--- src/two_wire_consts.svh ---
`ifndef TWO_WIRE_CONSTS_SVH
`define TWO_WIRE_CONSTS_SVH

// ****************************************
// clocking and filter timing
// ****************************************
`define CLK_PERIOD_NS   8
`define FILT_FS_NS      24
`define FILT_HS_NS      8
`define FILT_FS_CYC     (((`FILT_FS_NS) / (`CLK_PERIOD_NS)) < 1 ? 1 : \
                         ((`FILT_FS_NS) / (`CLK_PERIOD_NS)))
`define FILT_HS_CYC     (((`FILT_HS_NS) / (`CLK_PERIOD_NS)) < 1 ? 1 : \
                         ((`FILT_HS_NS) / (`CLK_PERIOD_NS)))
`define FILT_CNT_W      3

// ****************************************
// protocol values
// ****************************************
`define ADDR_BASE       5'h10
`define HS_MASTER_CODE  7'h04
`define BIT_CNT_W       4
`define BIT_CNT_ZERO    4'h0
`define BIT_CNT_ONE     4'h1
`define BIT_LAST        4'h7
`define BYTE_BITS       4'h8

// ****************************************
// write buffer
// ****************************************
`define ITEM_W          17
`define FIFO_DEPTH      8

`endif

--- src/two_wire_pkg.sv ---
package two_wire_pkg;

    // ****************************************
    // write stream item
    // ****************************************
    typedef struct packed {
        logic [7:0] ptr;
        logic [7:0] data;
        logic       high_byte;
    } wr_item_t;

    // ****************************************
    // serial engine states
    // ****************************************
    typedef enum logic [6:0] {
        ST_IDLE     = 7'h01,
        ST_ADDR     = 7'h02,
        ST_ADDR_ACK = 7'h04,
        ST_RX       = 7'h08,
        ST_RX_ACK   = 7'h10,
        ST_TX       = 7'h20,
        ST_TX_ACK   = 7'h40
    } slave_state_t;

endpackage

--- src/two_wire_slave.sv ---
// What this block does
// both lines high means idle, stay released
// data falling while clock high starts
// data rising while clock high stops
// byte count unlimited, master decides; write bytes are left unacknowledged while the 8-entry write buffer is full
// acknowledge by holding data low ninth clock
// master ends read with not-acknowledge
// master sends high-speed code first after start
// leave code unacknowledged, switch filters high-speed
// master follows code with slave address
// stay high-speed until stop, then fast
// address from two select pins, default 1000000
// master releases data after second read byte
// address byte is seven bits plus direction
// first write byte loads register pointer
// reads use last written pointer, kept
// words sent high byte first, bits msb first
// ignore foreign addresses until next start
// drive data only as open-drain pull-low
`timescale 1ns/1ps
`include "two_wire_consts.svh"

module two_wire_slave (
    input  wire logic                 clk_sys_i,
    input  wire logic                 resetn_i,
    input  wire logic                 scl_i,
    input  wire logic                 sda_i,
    output logic                      sda_o,
    output logic                      sda_oe_o,
    input  wire logic                 address_select_pin_high_i,
    input  wire logic                 address_select_pin_low_i,
    output logic                      hs_mode_o,
    output logic [7:0]                ptr_o,
    input  wire logic [15:0]          rd_data_i,
    output logic                      rd_strobe_o,
    output logic                      wr_valid_o,
    input  wire logic                 wr_ready_i,
    output two_wire_pkg::wr_item_t    wr_item_o
);

    // ****************************************
    // pin synchronisers and spike filters
    // ****************************************
    logic [3:0] meta_r;
    logic [3:0] sync_r;
    logic [1:0] filt_r;
    logic [`FILT_CNT_W-1:0] flim;

    always_ff @(posedge clk_sys_i or negedge resetn_i) begin
        if (!resetn_i) begin
            meta_r <= 4'hF;
            sync_r <= 4'hF;
        end else begin
            meta_r <= {address_select_pin_high_i, address_select_pin_low_i, sda_i, scl_i};
            sync_r <= meta_r;
        end
    end

    // filter length follows mode
    assign flim = hs_mode_o ? `FILT_CNT_W'(`FILT_HS_CYC) : `FILT_CNT_W'(`FILT_FS_CYC);

    genvar gi;
    generate
        for (gi = 0; gi < 2; gi++) begin : g_filt
            logic [`FILT_CNT_W-1:0] cnt_r;
            logic [`FILT_CNT_W-1:0] cnt_nxt;
            logic                   val_nxt;
            always_comb begin
                cnt_nxt = '0;
                val_nxt = filt_r[gi];
                if (sync_r[gi] != filt_r[gi]) begin
                    if (cnt_r + 1'b1 >= flim) begin
                        val_nxt = sync_r[gi];
                    end else begin
                        cnt_nxt = cnt_r + 1'b1;
                    end
                end
            end
            always_ff @(posedge clk_sys_i or negedge resetn_i) begin
                if (!resetn_i) begin
                    cnt_r      <= '0;
                    filt_r[gi] <= 1'b1;
                end else begin
                    cnt_r      <= cnt_nxt;
                    filt_r[gi] <= val_nxt;
                end
            end
        end
    endgenerate

    // ****************************************
    // bus events
    // ****************************************
    logic       scl_d_r;
    logic       sda_d_r;
    logic       scl_rise;
    logic       scl_fall;
    logic       start_det;
    logic       stop_det;
    logic [6:0] own_addr;

    always_ff @(posedge clk_sys_i or negedge resetn_i) begin
        if (!resetn_i) begin
            scl_d_r <= 1'b1;
            sda_d_r <= 1'b1;
        end else begin
            scl_d_r <= filt_r[0];
            sda_d_r <= filt_r[1];
        end
    end

    assign scl_rise  = filt_r[0] && !scl_d_r;
    assign scl_fall  = !filt_r[0] && scl_d_r;
    // start detect
    assign start_det = filt_r[0] && scl_d_r && sda_d_r && !filt_r[1];
    // stop detect
    assign stop_det  = filt_r[0] && scl_d_r && !sda_d_r && filt_r[1];
    // pin strapped address
    assign own_addr  = {`ADDR_BASE, sync_r[3], sync_r[2]};

    // ****************************************
    // serial engine
    // ****************************************
    two_wire_pkg::slave_state_t state_r;
    two_wire_pkg::slave_state_t state_nxt;
    logic [`BIT_CNT_W-1:0]      bcnt_r;
    logic [`BIT_CNT_W-1:0]      bcnt_nxt;
    logic [7:0]                 shift_r;
    logic [7:0]                 shift_nxt;
    logic [7:0]                 lsb_r;
    logic [7:0]                 lsb_nxt;
    logic                       first_r;
    logic                       first_nxt;
    logic                       ptr_phase_r;
    logic                       ptr_phase_nxt;
    logic                       tx_high_r;
    logic                       tx_high_nxt;
    logic                       ack_ok_r;
    logic                       ack_ok_nxt;
    logic                       hs_nxt;
    logic                       oe_nxt;
    logic [7:0]                 ptr_nxt;
    logic                       strobe_nxt;
    logic                       whigh_r;
    logic                       whigh_nxt;
    logic                       push;
    logic                       fifo_ready;
    two_wire_pkg::wr_item_t     item;

    always_comb begin
        state_nxt     = state_r;
        bcnt_nxt      = bcnt_r;
        shift_nxt     = shift_r;
        lsb_nxt       = lsb_r;
        first_nxt     = first_r;
        ptr_phase_nxt = ptr_phase_r;
        tx_high_nxt   = tx_high_r;
        ack_ok_nxt    = ack_ok_r;
        hs_nxt        = hs_mode_o;
        oe_nxt        = sda_oe_o;
        ptr_nxt       = ptr_o;
        strobe_nxt    = 1'b0;
        whigh_nxt     = whigh_r;
        push          = 1'b0;
        item          = '{ptr: ptr_o, data: shift_r, high_byte: whigh_r};
        if (stop_det) begin
            // stop returns to fast filtering
            hs_nxt    = 1'b0;
            // release on idle
            oe_nxt    = 1'b0;
            state_nxt = two_wire_pkg::ST_IDLE;
        end else if (start_det) begin
            // repeated start also restarts address phase
            state_nxt = two_wire_pkg::ST_ADDR;
            bcnt_nxt  = `BIT_CNT_ZERO;
            first_nxt = !hs_mode_o;
            oe_nxt    = 1'b0;
        end else begin
            case (state_r)
                two_wire_pkg::ST_IDLE: begin
                    oe_nxt = 1'b0;
                end
                two_wire_pkg::ST_ADDR: begin
                    if (scl_rise) begin
                        shift_nxt = {shift_r[6:0], filt_r[1]};
                        bcnt_nxt  = bcnt_r + `BIT_CNT_ONE;
                    end else if (scl_fall && bcnt_r == `BYTE_BITS) begin
                        // seven address bits then direction
                        if (first_r && shift_r[7:1] == `HS_MASTER_CODE) begin
                            // no acknowledge, enter high-speed
                            hs_nxt    = 1'b1;
                            state_nxt = two_wire_pkg::ST_IDLE;
                        end else if (shift_r[7:1] == own_addr) begin
                            // acknowledge address
                            oe_nxt     = 1'b1;
                            ack_ok_nxt = shift_r[0];
                            state_nxt  = two_wire_pkg::ST_ADDR_ACK;
                        end else begin
                            // foreign address ignored
                            state_nxt = two_wire_pkg::ST_IDLE;
                        end
                    end
                end
                two_wire_pkg::ST_ADDR_ACK: begin
                    if (scl_fall) begin
                        bcnt_nxt = `BIT_CNT_ZERO;
                        if (ack_ok_r) begin
                            // read word at held pointer
                            // high byte first, msb first
                            shift_nxt   = rd_data_i[15:8];
                            lsb_nxt     = rd_data_i[7:0];
                            strobe_nxt  = 1'b1;
                            tx_high_nxt = 1'b1;
                            // pull low only for zero bits
                            oe_nxt      = !rd_data_i[15];
                            state_nxt   = two_wire_pkg::ST_TX;
                        end else begin
                            oe_nxt        = 1'b0;
                            ptr_phase_nxt = 1'b1;
                            state_nxt     = two_wire_pkg::ST_RX;
                        end
                    end
                end
                two_wire_pkg::ST_RX: begin
                    if (scl_rise) begin
                        shift_nxt = {shift_r[6:0], filt_r[1]};
                        bcnt_nxt  = bcnt_r + `BIT_CNT_ONE;
                    end else if (scl_fall && bcnt_r == `BYTE_BITS) begin
                        state_nxt = two_wire_pkg::ST_RX_ACK;
                        if (ptr_phase_r) begin
                            // first write byte is pointer
                            ptr_nxt       = shift_r;
                            ptr_phase_nxt = 1'b0;
                            whigh_nxt     = 1'b1;
                            oe_nxt        = 1'b1;
                        end else if (fifo_ready) begin
                            // bytes accepted while the write buffer has room
                            push      = 1'b1;
                            whigh_nxt = !whigh_r;
                            oe_nxt    = 1'b1;
                        end
                        // full buffer leaves byte unacknowledged
                    end
                end
                two_wire_pkg::ST_RX_ACK: begin
                    if (scl_fall) begin
                        oe_nxt    = 1'b0;
                        bcnt_nxt  = `BIT_CNT_ZERO;
                        state_nxt = two_wire_pkg::ST_RX;
                    end
                end
                two_wire_pkg::ST_TX: begin
                    if (scl_fall) begin
                        if (bcnt_r == `BIT_LAST) begin
                            oe_nxt    = 1'b0;
                            state_nxt = two_wire_pkg::ST_TX_ACK;
                        end else begin
                            shift_nxt = {shift_r[6:0], 1'b0};
                            oe_nxt    = !shift_r[6];
                            bcnt_nxt  = bcnt_r + `BIT_CNT_ONE;
                        end
                    end
                end
                two_wire_pkg::ST_TX_ACK: begin
                    if (scl_rise) begin
                        ack_ok_nxt = !filt_r[1];
                    end else if (scl_fall) begin
                        bcnt_nxt = `BIT_CNT_ZERO;
                        if (!ack_ok_r) begin
                            // not-acknowledge ends the read
                            state_nxt = two_wire_pkg::ST_IDLE;
                        end else if (tx_high_r) begin
                            shift_nxt   = lsb_r;
                            tx_high_nxt = 1'b0;
                            oe_nxt      = !lsb_r[7];
                            state_nxt   = two_wire_pkg::ST_TX;
                        end else begin
                            // master may keep reading words
                            shift_nxt   = rd_data_i[15:8];
                            lsb_nxt     = rd_data_i[7:0];
                            strobe_nxt  = 1'b1;
                            tx_high_nxt = 1'b1;
                            oe_nxt      = !rd_data_i[15];
                            state_nxt   = two_wire_pkg::ST_TX;
                        end
                    end
                end
                default: begin
                    oe_nxt    = 1'b0;
                    state_nxt = two_wire_pkg::ST_IDLE;
                end
            endcase
        end
    end

    always_ff @(posedge clk_sys_i or negedge resetn_i) begin
        if (!resetn_i) begin
            state_r     <= two_wire_pkg::ST_IDLE;
            bcnt_r      <= `BIT_CNT_ZERO;
            shift_r     <= 8'h00;
            lsb_r       <= 8'h00;
            first_r     <= 1'b0;
            ptr_phase_r <= 1'b0;
            tx_high_r   <= 1'b0;
            ack_ok_r    <= 1'b0;
            hs_mode_o   <= 1'b0;
            sda_oe_o    <= 1'b0;
            ptr_o       <= 8'h00;
            rd_strobe_o <= 1'b0;
            whigh_r     <= 1'b1;
        end else begin
            state_r     <= state_nxt;
            bcnt_r      <= bcnt_nxt;
            shift_r     <= shift_nxt;
            lsb_r       <= lsb_nxt;
            first_r     <= first_nxt;
            ptr_phase_r <= ptr_phase_nxt;
            tx_high_r   <= tx_high_nxt;
            ack_ok_r    <= ack_ok_nxt;
            hs_mode_o   <= hs_nxt;
            sda_oe_o    <= oe_nxt;
            ptr_o       <= ptr_nxt;
            rd_strobe_o <= strobe_nxt;
            whigh_r     <= whigh_nxt;
        end
    end

    // open-drain, low level only
    assign sda_o = 1'b0;

    // ****************************************
    // write buffer
    // ****************************************
    byte_fifo #(
        .WIDTH (`ITEM_W),
        .DEPTH (`FIFO_DEPTH)
    ) u_wr_fifo (
        .clk_sys_i   (clk_sys_i),
        .resetn_i    (resetn_i),
        .in_valid_i  (push),
        .in_ready_o  (fifo_ready),
        .in_data_i   (item),
        .out_valid_o (wr_valid_o),
        .out_ready_i (wr_ready_i),
        .out_data_o  (wr_item_o)
    );

endmodule // two_wire_slave

--- src/byte_fifo.sv ---
`timescale 1ns/1ps

module byte_fifo #(
    parameter int WIDTH = 17,
    parameter int DEPTH = 8
) (
    input  wire logic             clk_sys_i,
    input  wire logic             resetn_i,
    input  wire logic             in_valid_i,
    output logic                  in_ready_o,
    input  wire logic [WIDTH-1:0] in_data_i,
    output logic                  out_valid_o,
    input  wire logic             out_ready_i,
    output logic      [WIDTH-1:0] out_data_o
);
    localparam int AW = (DEPTH > 1) ? $clog2(DEPTH) : 1;

    logic [WIDTH-1:0] mem_r [DEPTH];
    logic [AW-1:0]    wr_ptr_r;
    logic [AW-1:0]    wr_ptr_nxt;
    logic [AW-1:0]    rd_ptr_r;
    logic [AW-1:0]    rd_ptr_nxt;
    logic [AW:0]      count_r;
    logic [AW:0]      count_nxt;
    logic             push;
    logic             pop;

    // ****************************************
    // pointers and fill level
    // ****************************************
    always_comb begin
        push       = in_valid_i && in_ready_o;
        pop        = out_valid_o && out_ready_i;
        wr_ptr_nxt = wr_ptr_r;
        rd_ptr_nxt = rd_ptr_r;
        count_nxt  = count_r;
        if (push) begin
            wr_ptr_nxt = (wr_ptr_r == AW'(DEPTH - 1)) ? '0 : wr_ptr_r + 1'b1;
        end
        if (pop) begin
            rd_ptr_nxt = (rd_ptr_r == AW'(DEPTH - 1)) ? '0 : rd_ptr_r + 1'b1;
        end
        if (push && !pop) begin
            count_nxt = count_r + 1'b1;
        end else if (pop && !push) begin
            count_nxt = count_r - 1'b1;
        end
    end

    always_ff @(posedge clk_sys_i or negedge resetn_i) begin
        if (!resetn_i) begin
            wr_ptr_r <= '0;
            rd_ptr_r <= '0;
            count_r  <= '0;
        end else begin
            wr_ptr_r <= wr_ptr_nxt;
            rd_ptr_r <= rd_ptr_nxt;
            count_r  <= count_nxt;
        end
    end

    // storage has no reset; valid gating keeps stale words hidden
    always_ff @(posedge clk_sys_i) begin
        if (push) begin
            mem_r[wr_ptr_r] <= in_data_i;
        end
    end

    assign in_ready_o  = (count_r != (AW+1)'(DEPTH));
    assign out_valid_o = (count_r != '0);
    assign out_data_o  = mem_r[rd_ptr_r];

endmodule // byte_fifo

--- config.mk ---
export PLATFORM = sky130hd
export DESIGN_NAME = two_wire_slave
export DESIGN_NICKNAME = d
export VERILOG_FILES = /design/src/two_wire_pkg.sv /design/src/two_wire_slave.sv /design/src/byte_fifo.sv
export VERILOG_INCLUDE_DIRS = /design/src
export SDC_FILE = /design/constraint.sdc
export NUM_CORES = 1
export LEC_CHECK = 0
export BUFFER_PORTS_ARGS = -buffer_cell sky130_fd_sc_hd__buf_2
export CAP_MARGIN = 20
export CORE_MARGIN = 5
export CORE_UTILIZATION = 61
export CTS_CLUSTER_DIAMETER = 120
export DETAILED_ROUTE_END_ITERATION = 12
export GPL_TIMING_DRIVEN = 0
export PLACE_DENSITY_LB_ADDON = 0.15
export SLEW_MARGIN = 20
export SYNTH_ARGS = -nofsm -noshare
export SYNTH_HDL_FRONTEND = slang
export SYNTH_HIERARCHICAL = 1
export SYNTH_SLANG_ARGS = --single-unit
--- constraint.sdc ---
create_clock -name clk_sys_i -period 5.8 [get_ports clk_sys_i]
set_clock_uncertainty 0.1 [all_clocks]
set_input_delay 0.58 -clock clk_sys_i [delete_from_list [all_inputs] [get_ports clk_sys_i]]
set_output_delay 0.58 -clock clk_sys_i [all_outputs]
set_load 0.03 [all_outputs]
==> metrics.md <==
| Metric | Value |
|---|---|
| Status | `complete, no violations` |
| Yosys Warn Count | `6` |
| Unrepaired setup endpoints after global routing | `false` |
| Global-route wire length before repair | `approximately 31 mm` |
| VDD IR max | `~250 uV` |
| Drc violations | `0` |
| Largest net degree at the start of global routing | `41` |
| Main combinational cell family by area after synthesis | `multiplexers` |
| Slew HR | `between 40% and 50%` |
| Number of flops mapped to enable cells by yosys | `roughly 140` |
| I/O pin cnt | `between 50 and 60` |
| Compound-Gate Fraction of Synth Area | `approximately 5.8%` |
| Synth top area cells | `edfxtp_1, dfrtp_1, mux4_1, mux2_2, dfstp_2` |
| Most frequent cells in the layout | `edfxtp_1, buf_2, dfrtp_1` |
| Synth Area in XOR/XNOR | `between 1 and 1.5%` |
| Netlist cell types | `70` |
| WHS Path Cells | `1` |
| Fmax | `246 MHz` |
| Power per cell area | `321 mW/mm^2` |
| Main synth FF type | `edfxtp_1` |
| Tcrit/Tclk final | `between 70% and 80%` |
| CTS max path bufs | `3` |
| Mux contribution to synthesized area | `about 15%` |
| Initial core utilization | `62.3%` |
| Avg Vias per Cell | `between 6 and 7` |
| # port buffers | `51` |
| Vias in the first global route | `~5500` |
| Syn-to-layout area delta | `14.0%` |
| Setup Buffers After CTS | `0` |
| Crit path kind | `flop to flop` |
| Post-Synth Simple-Gate Area | `8.78%` |
| Cell Rows | `44` |
| Worst EP required | `6060 ps` |
| Flop-to-flop setup slack | `between 1500 and 2000 ps` |
| Net Sw Frac | `around a quarter` |
| Num CTS Buffers | `21` |
| Slew Limit Fails | `0` |
| Placed cells | `roughly 800` |
| Core area | `~0.015 mm^2` |
| Worst slew pin tran | `roughly 830 ps` |
| Post-Syn Instances | `560` |
| Met3 Use GR | `under 10%` |
| CP Max Fanout | `9` |
| Wire per inst | `approximately 23 um` |
| Maximum level of the CTS H-tree | `1` |
| Leak Pwr | `0.00409 uW` |
| DIE AREA | `around 0.017 mm^2` |
| Reg power frac | `~55%` |
| Switching power | `827 uW` |
| GR peak layer | `met2` |
| Initial drt markers | `approximately 630` |
| Final Setup Violations | `0` |
| GRT met1 Usage | `between 20% and 30%` |
| N_diodes | `0` |
| DIE WIDTH | `about 130 um` |
| Met2 usage | `39.4%` |
| Cell Area, Synth | `0.00909 mm^2` |
| Post-Synth Adder-Cell Area | `2.01%` |
| Fin nets | `approximately 700` |
| Antenna violations before repair | `0` |
| CTS resizes | `0` |
| Layout cells sized above 1 | `between 20% and 30%` |
| Clock share of power | `between 30 and 40%` |
| Crit. End Element | `flop` |
| Total GRT Usage | `about 23%` |
| Dominant cell type by area after synthesis | `edfxtp_1` |
| DR pass1 iterations | `8` |
| Crit start category | `flop` |
| DIE HEIGHT | `~130 um` |
| Clock latency on the worst-skew pair | `between 400 and 500 ps` |
| TritonCTS clock tree | `built` |
| Hold Path Class | `primary input to flop` |
| Hold Vio Cnt, Final | `0` |
| Reg2Reg Depth | `13` |
| DRT antenna net count | `0` |
| Async SR Flop Fraction | `approximately a third` |
| Register area share after synthesis | `between 60% and 70%` |
| Total grt overflow | `0` |
| Final core occ | `71.1%` |
| Setup TNS | `0 ps` |
| Clk root buf | `clkbuf_16` |
| Final RePlAce weighted congestion | `~0.86` |
| Most common cell after layout, fill and taps aside | `edfxtp_1` |
| Total detailed-routing wirelength | `19.4 mm` |
| CTS clk-pin slew, worst paths | `about 60 ps` |
| Post-detail-place hpwl | `13.5 mm` |
| Vias | `around 5300` |
| Syn avg cell area | `between 15 and 20 um^2` |
| CP arrival | `4320 ps` |
| Max cap viols | `0` |
| Yosys top cell area share | `roughly 45%` |
| Fin cells | `~850` |
| CTS Sinks | `~210` |
| Pint | `2510 uW` |
| Post-layout min period | `4060 ps` |
| Synthesized flop and latch total | `around 210` |
| Logic pwr share | `under 10%` |
## path summary, 6_finish.rpt
path                                   startpoint                               end
min reg2reg                   meta_r[3]$_DFF_PN1_               sync_r[3]$_DFF_PN1_
min                                         scl_i               meta_r[0]$_DFF_PN1_
max reg2reg                state_r[0]$_DFFE_PN1P_  u_wr_fifo/count_r[3]$_DFFE_PN0P_
max in group asynchronous                resetn_i               whigh_r$_DFFE_PN1P_
min in group asynchronous                resetn_i      g_filt[0].cnt_r[2]$_DFF_PN0_
max                        state_r[0]$_DFFE_PN1P_  u_wr_fifo/count_r[3]$_DFFE_PN0P_
## cells in the mapped netlist (all sizes together), types with 7 or more instances
cell type	n
a222oi	8
buf	17
clkbuf	7
dfrtp	57
dfstp	14
edfxtp	136
ha	13
inv	19
mux2	34
mux2i	12
mux4	34
nand2	29
nand2b	9
nand3	10
nor2	27
nor3	12
nor4	7
o21ai	21
or4	7
xor2	7
## power by group through the flow
stage / logic [uW] / clock network [uW] / registers, uW
2_1_floorplan: 217 / 0 / 1810
3_3_place_gp: 285 / 0 / 1850
3_5_place_dp: 293 / 0 / 1870
4_1_cts: 296 / 1220 / 1840
5_1_grt: 330 / 1280 / 1850
6_report: 296 / 1200 / 1840
## timing repair
| item | 4_1_cts | 5_1_grt |
|---|---|---|
| hold buffers | 1 | 0 |
| endpoints found under the hold margin | 22 | 0 |
| setup endpoints to repair | 0 | 0 |
## critical path: stages (launching register included)
cell and delay [ps]:
dfstp_2 370, buf_6 130, or4_1 550, or3_1 450
nor2_2 210, and4b_1 270, nand2_2 160, inv_1 90
ha_1 250, inv_1 150, ha_1 390, or4_1 550
o211ai_1 120, o211ai_1 120
## metal layers
layer | vias to the layer above | wire [um]
li1 | 2403 | -
met4 | 0 | 451
met5 | - | 0
met3 | 41 | 1040
met1 | 2702 | 7890
met2 | 183 | 10100
## cell families (layout without fill, tap and decap cells)
kind of cell / Yosys count / in the layout
mux: 80 / 80
compound gates: 67 / 67
fa+ha+maj: 14 / 14
other cells: 1 / 3
xor+xnor: 12 / 12
flops: 207 / 207
simple gates: 136 / 136
buf+inv: 43 / 144
## flip-flops by register name, summed over array words and instances (netlist names), 2 cells and up
signal              count
u_wr_fifo/mem_r       136
lsb_r                   8
ptr_o                   8
shift_r                 8
state_r                 7
g_filt.cnt_r            6
bcnt_r                  4
meta_r                  4
sync_r                  4
u_wr_fifo/count_r       4
u_wr_fifo/rd_ptr_r      3
u_wr_fifo/wr_ptr_r      3
filt_r                  2
## final cells by class
type                    instances  area [um^2]
repair buffers                 66          397
clock buffers                  26          554
flip-flops and latches        207         5880
fillers                       909         4220
plain buffers                  24          150
well taps                     184          230
clock inverters                 9         46.3
inverters                      19         71.3
multi-input cells             312         3040
## stage by stage
stage	power, uW	setup slack [ps]	area, um^2	hold slack, ps
floorplan	2020	1700	9100	184
detailed placement	2160	1780	9760	248
global route	3460	1520	10400	77.2
finish	3330	1740	10400	82.9
CTS	3350	1770	10400	72.2
global placement	2140	-38.1	9590	247
Note: power is estimated with default switching activity, not from simulation.
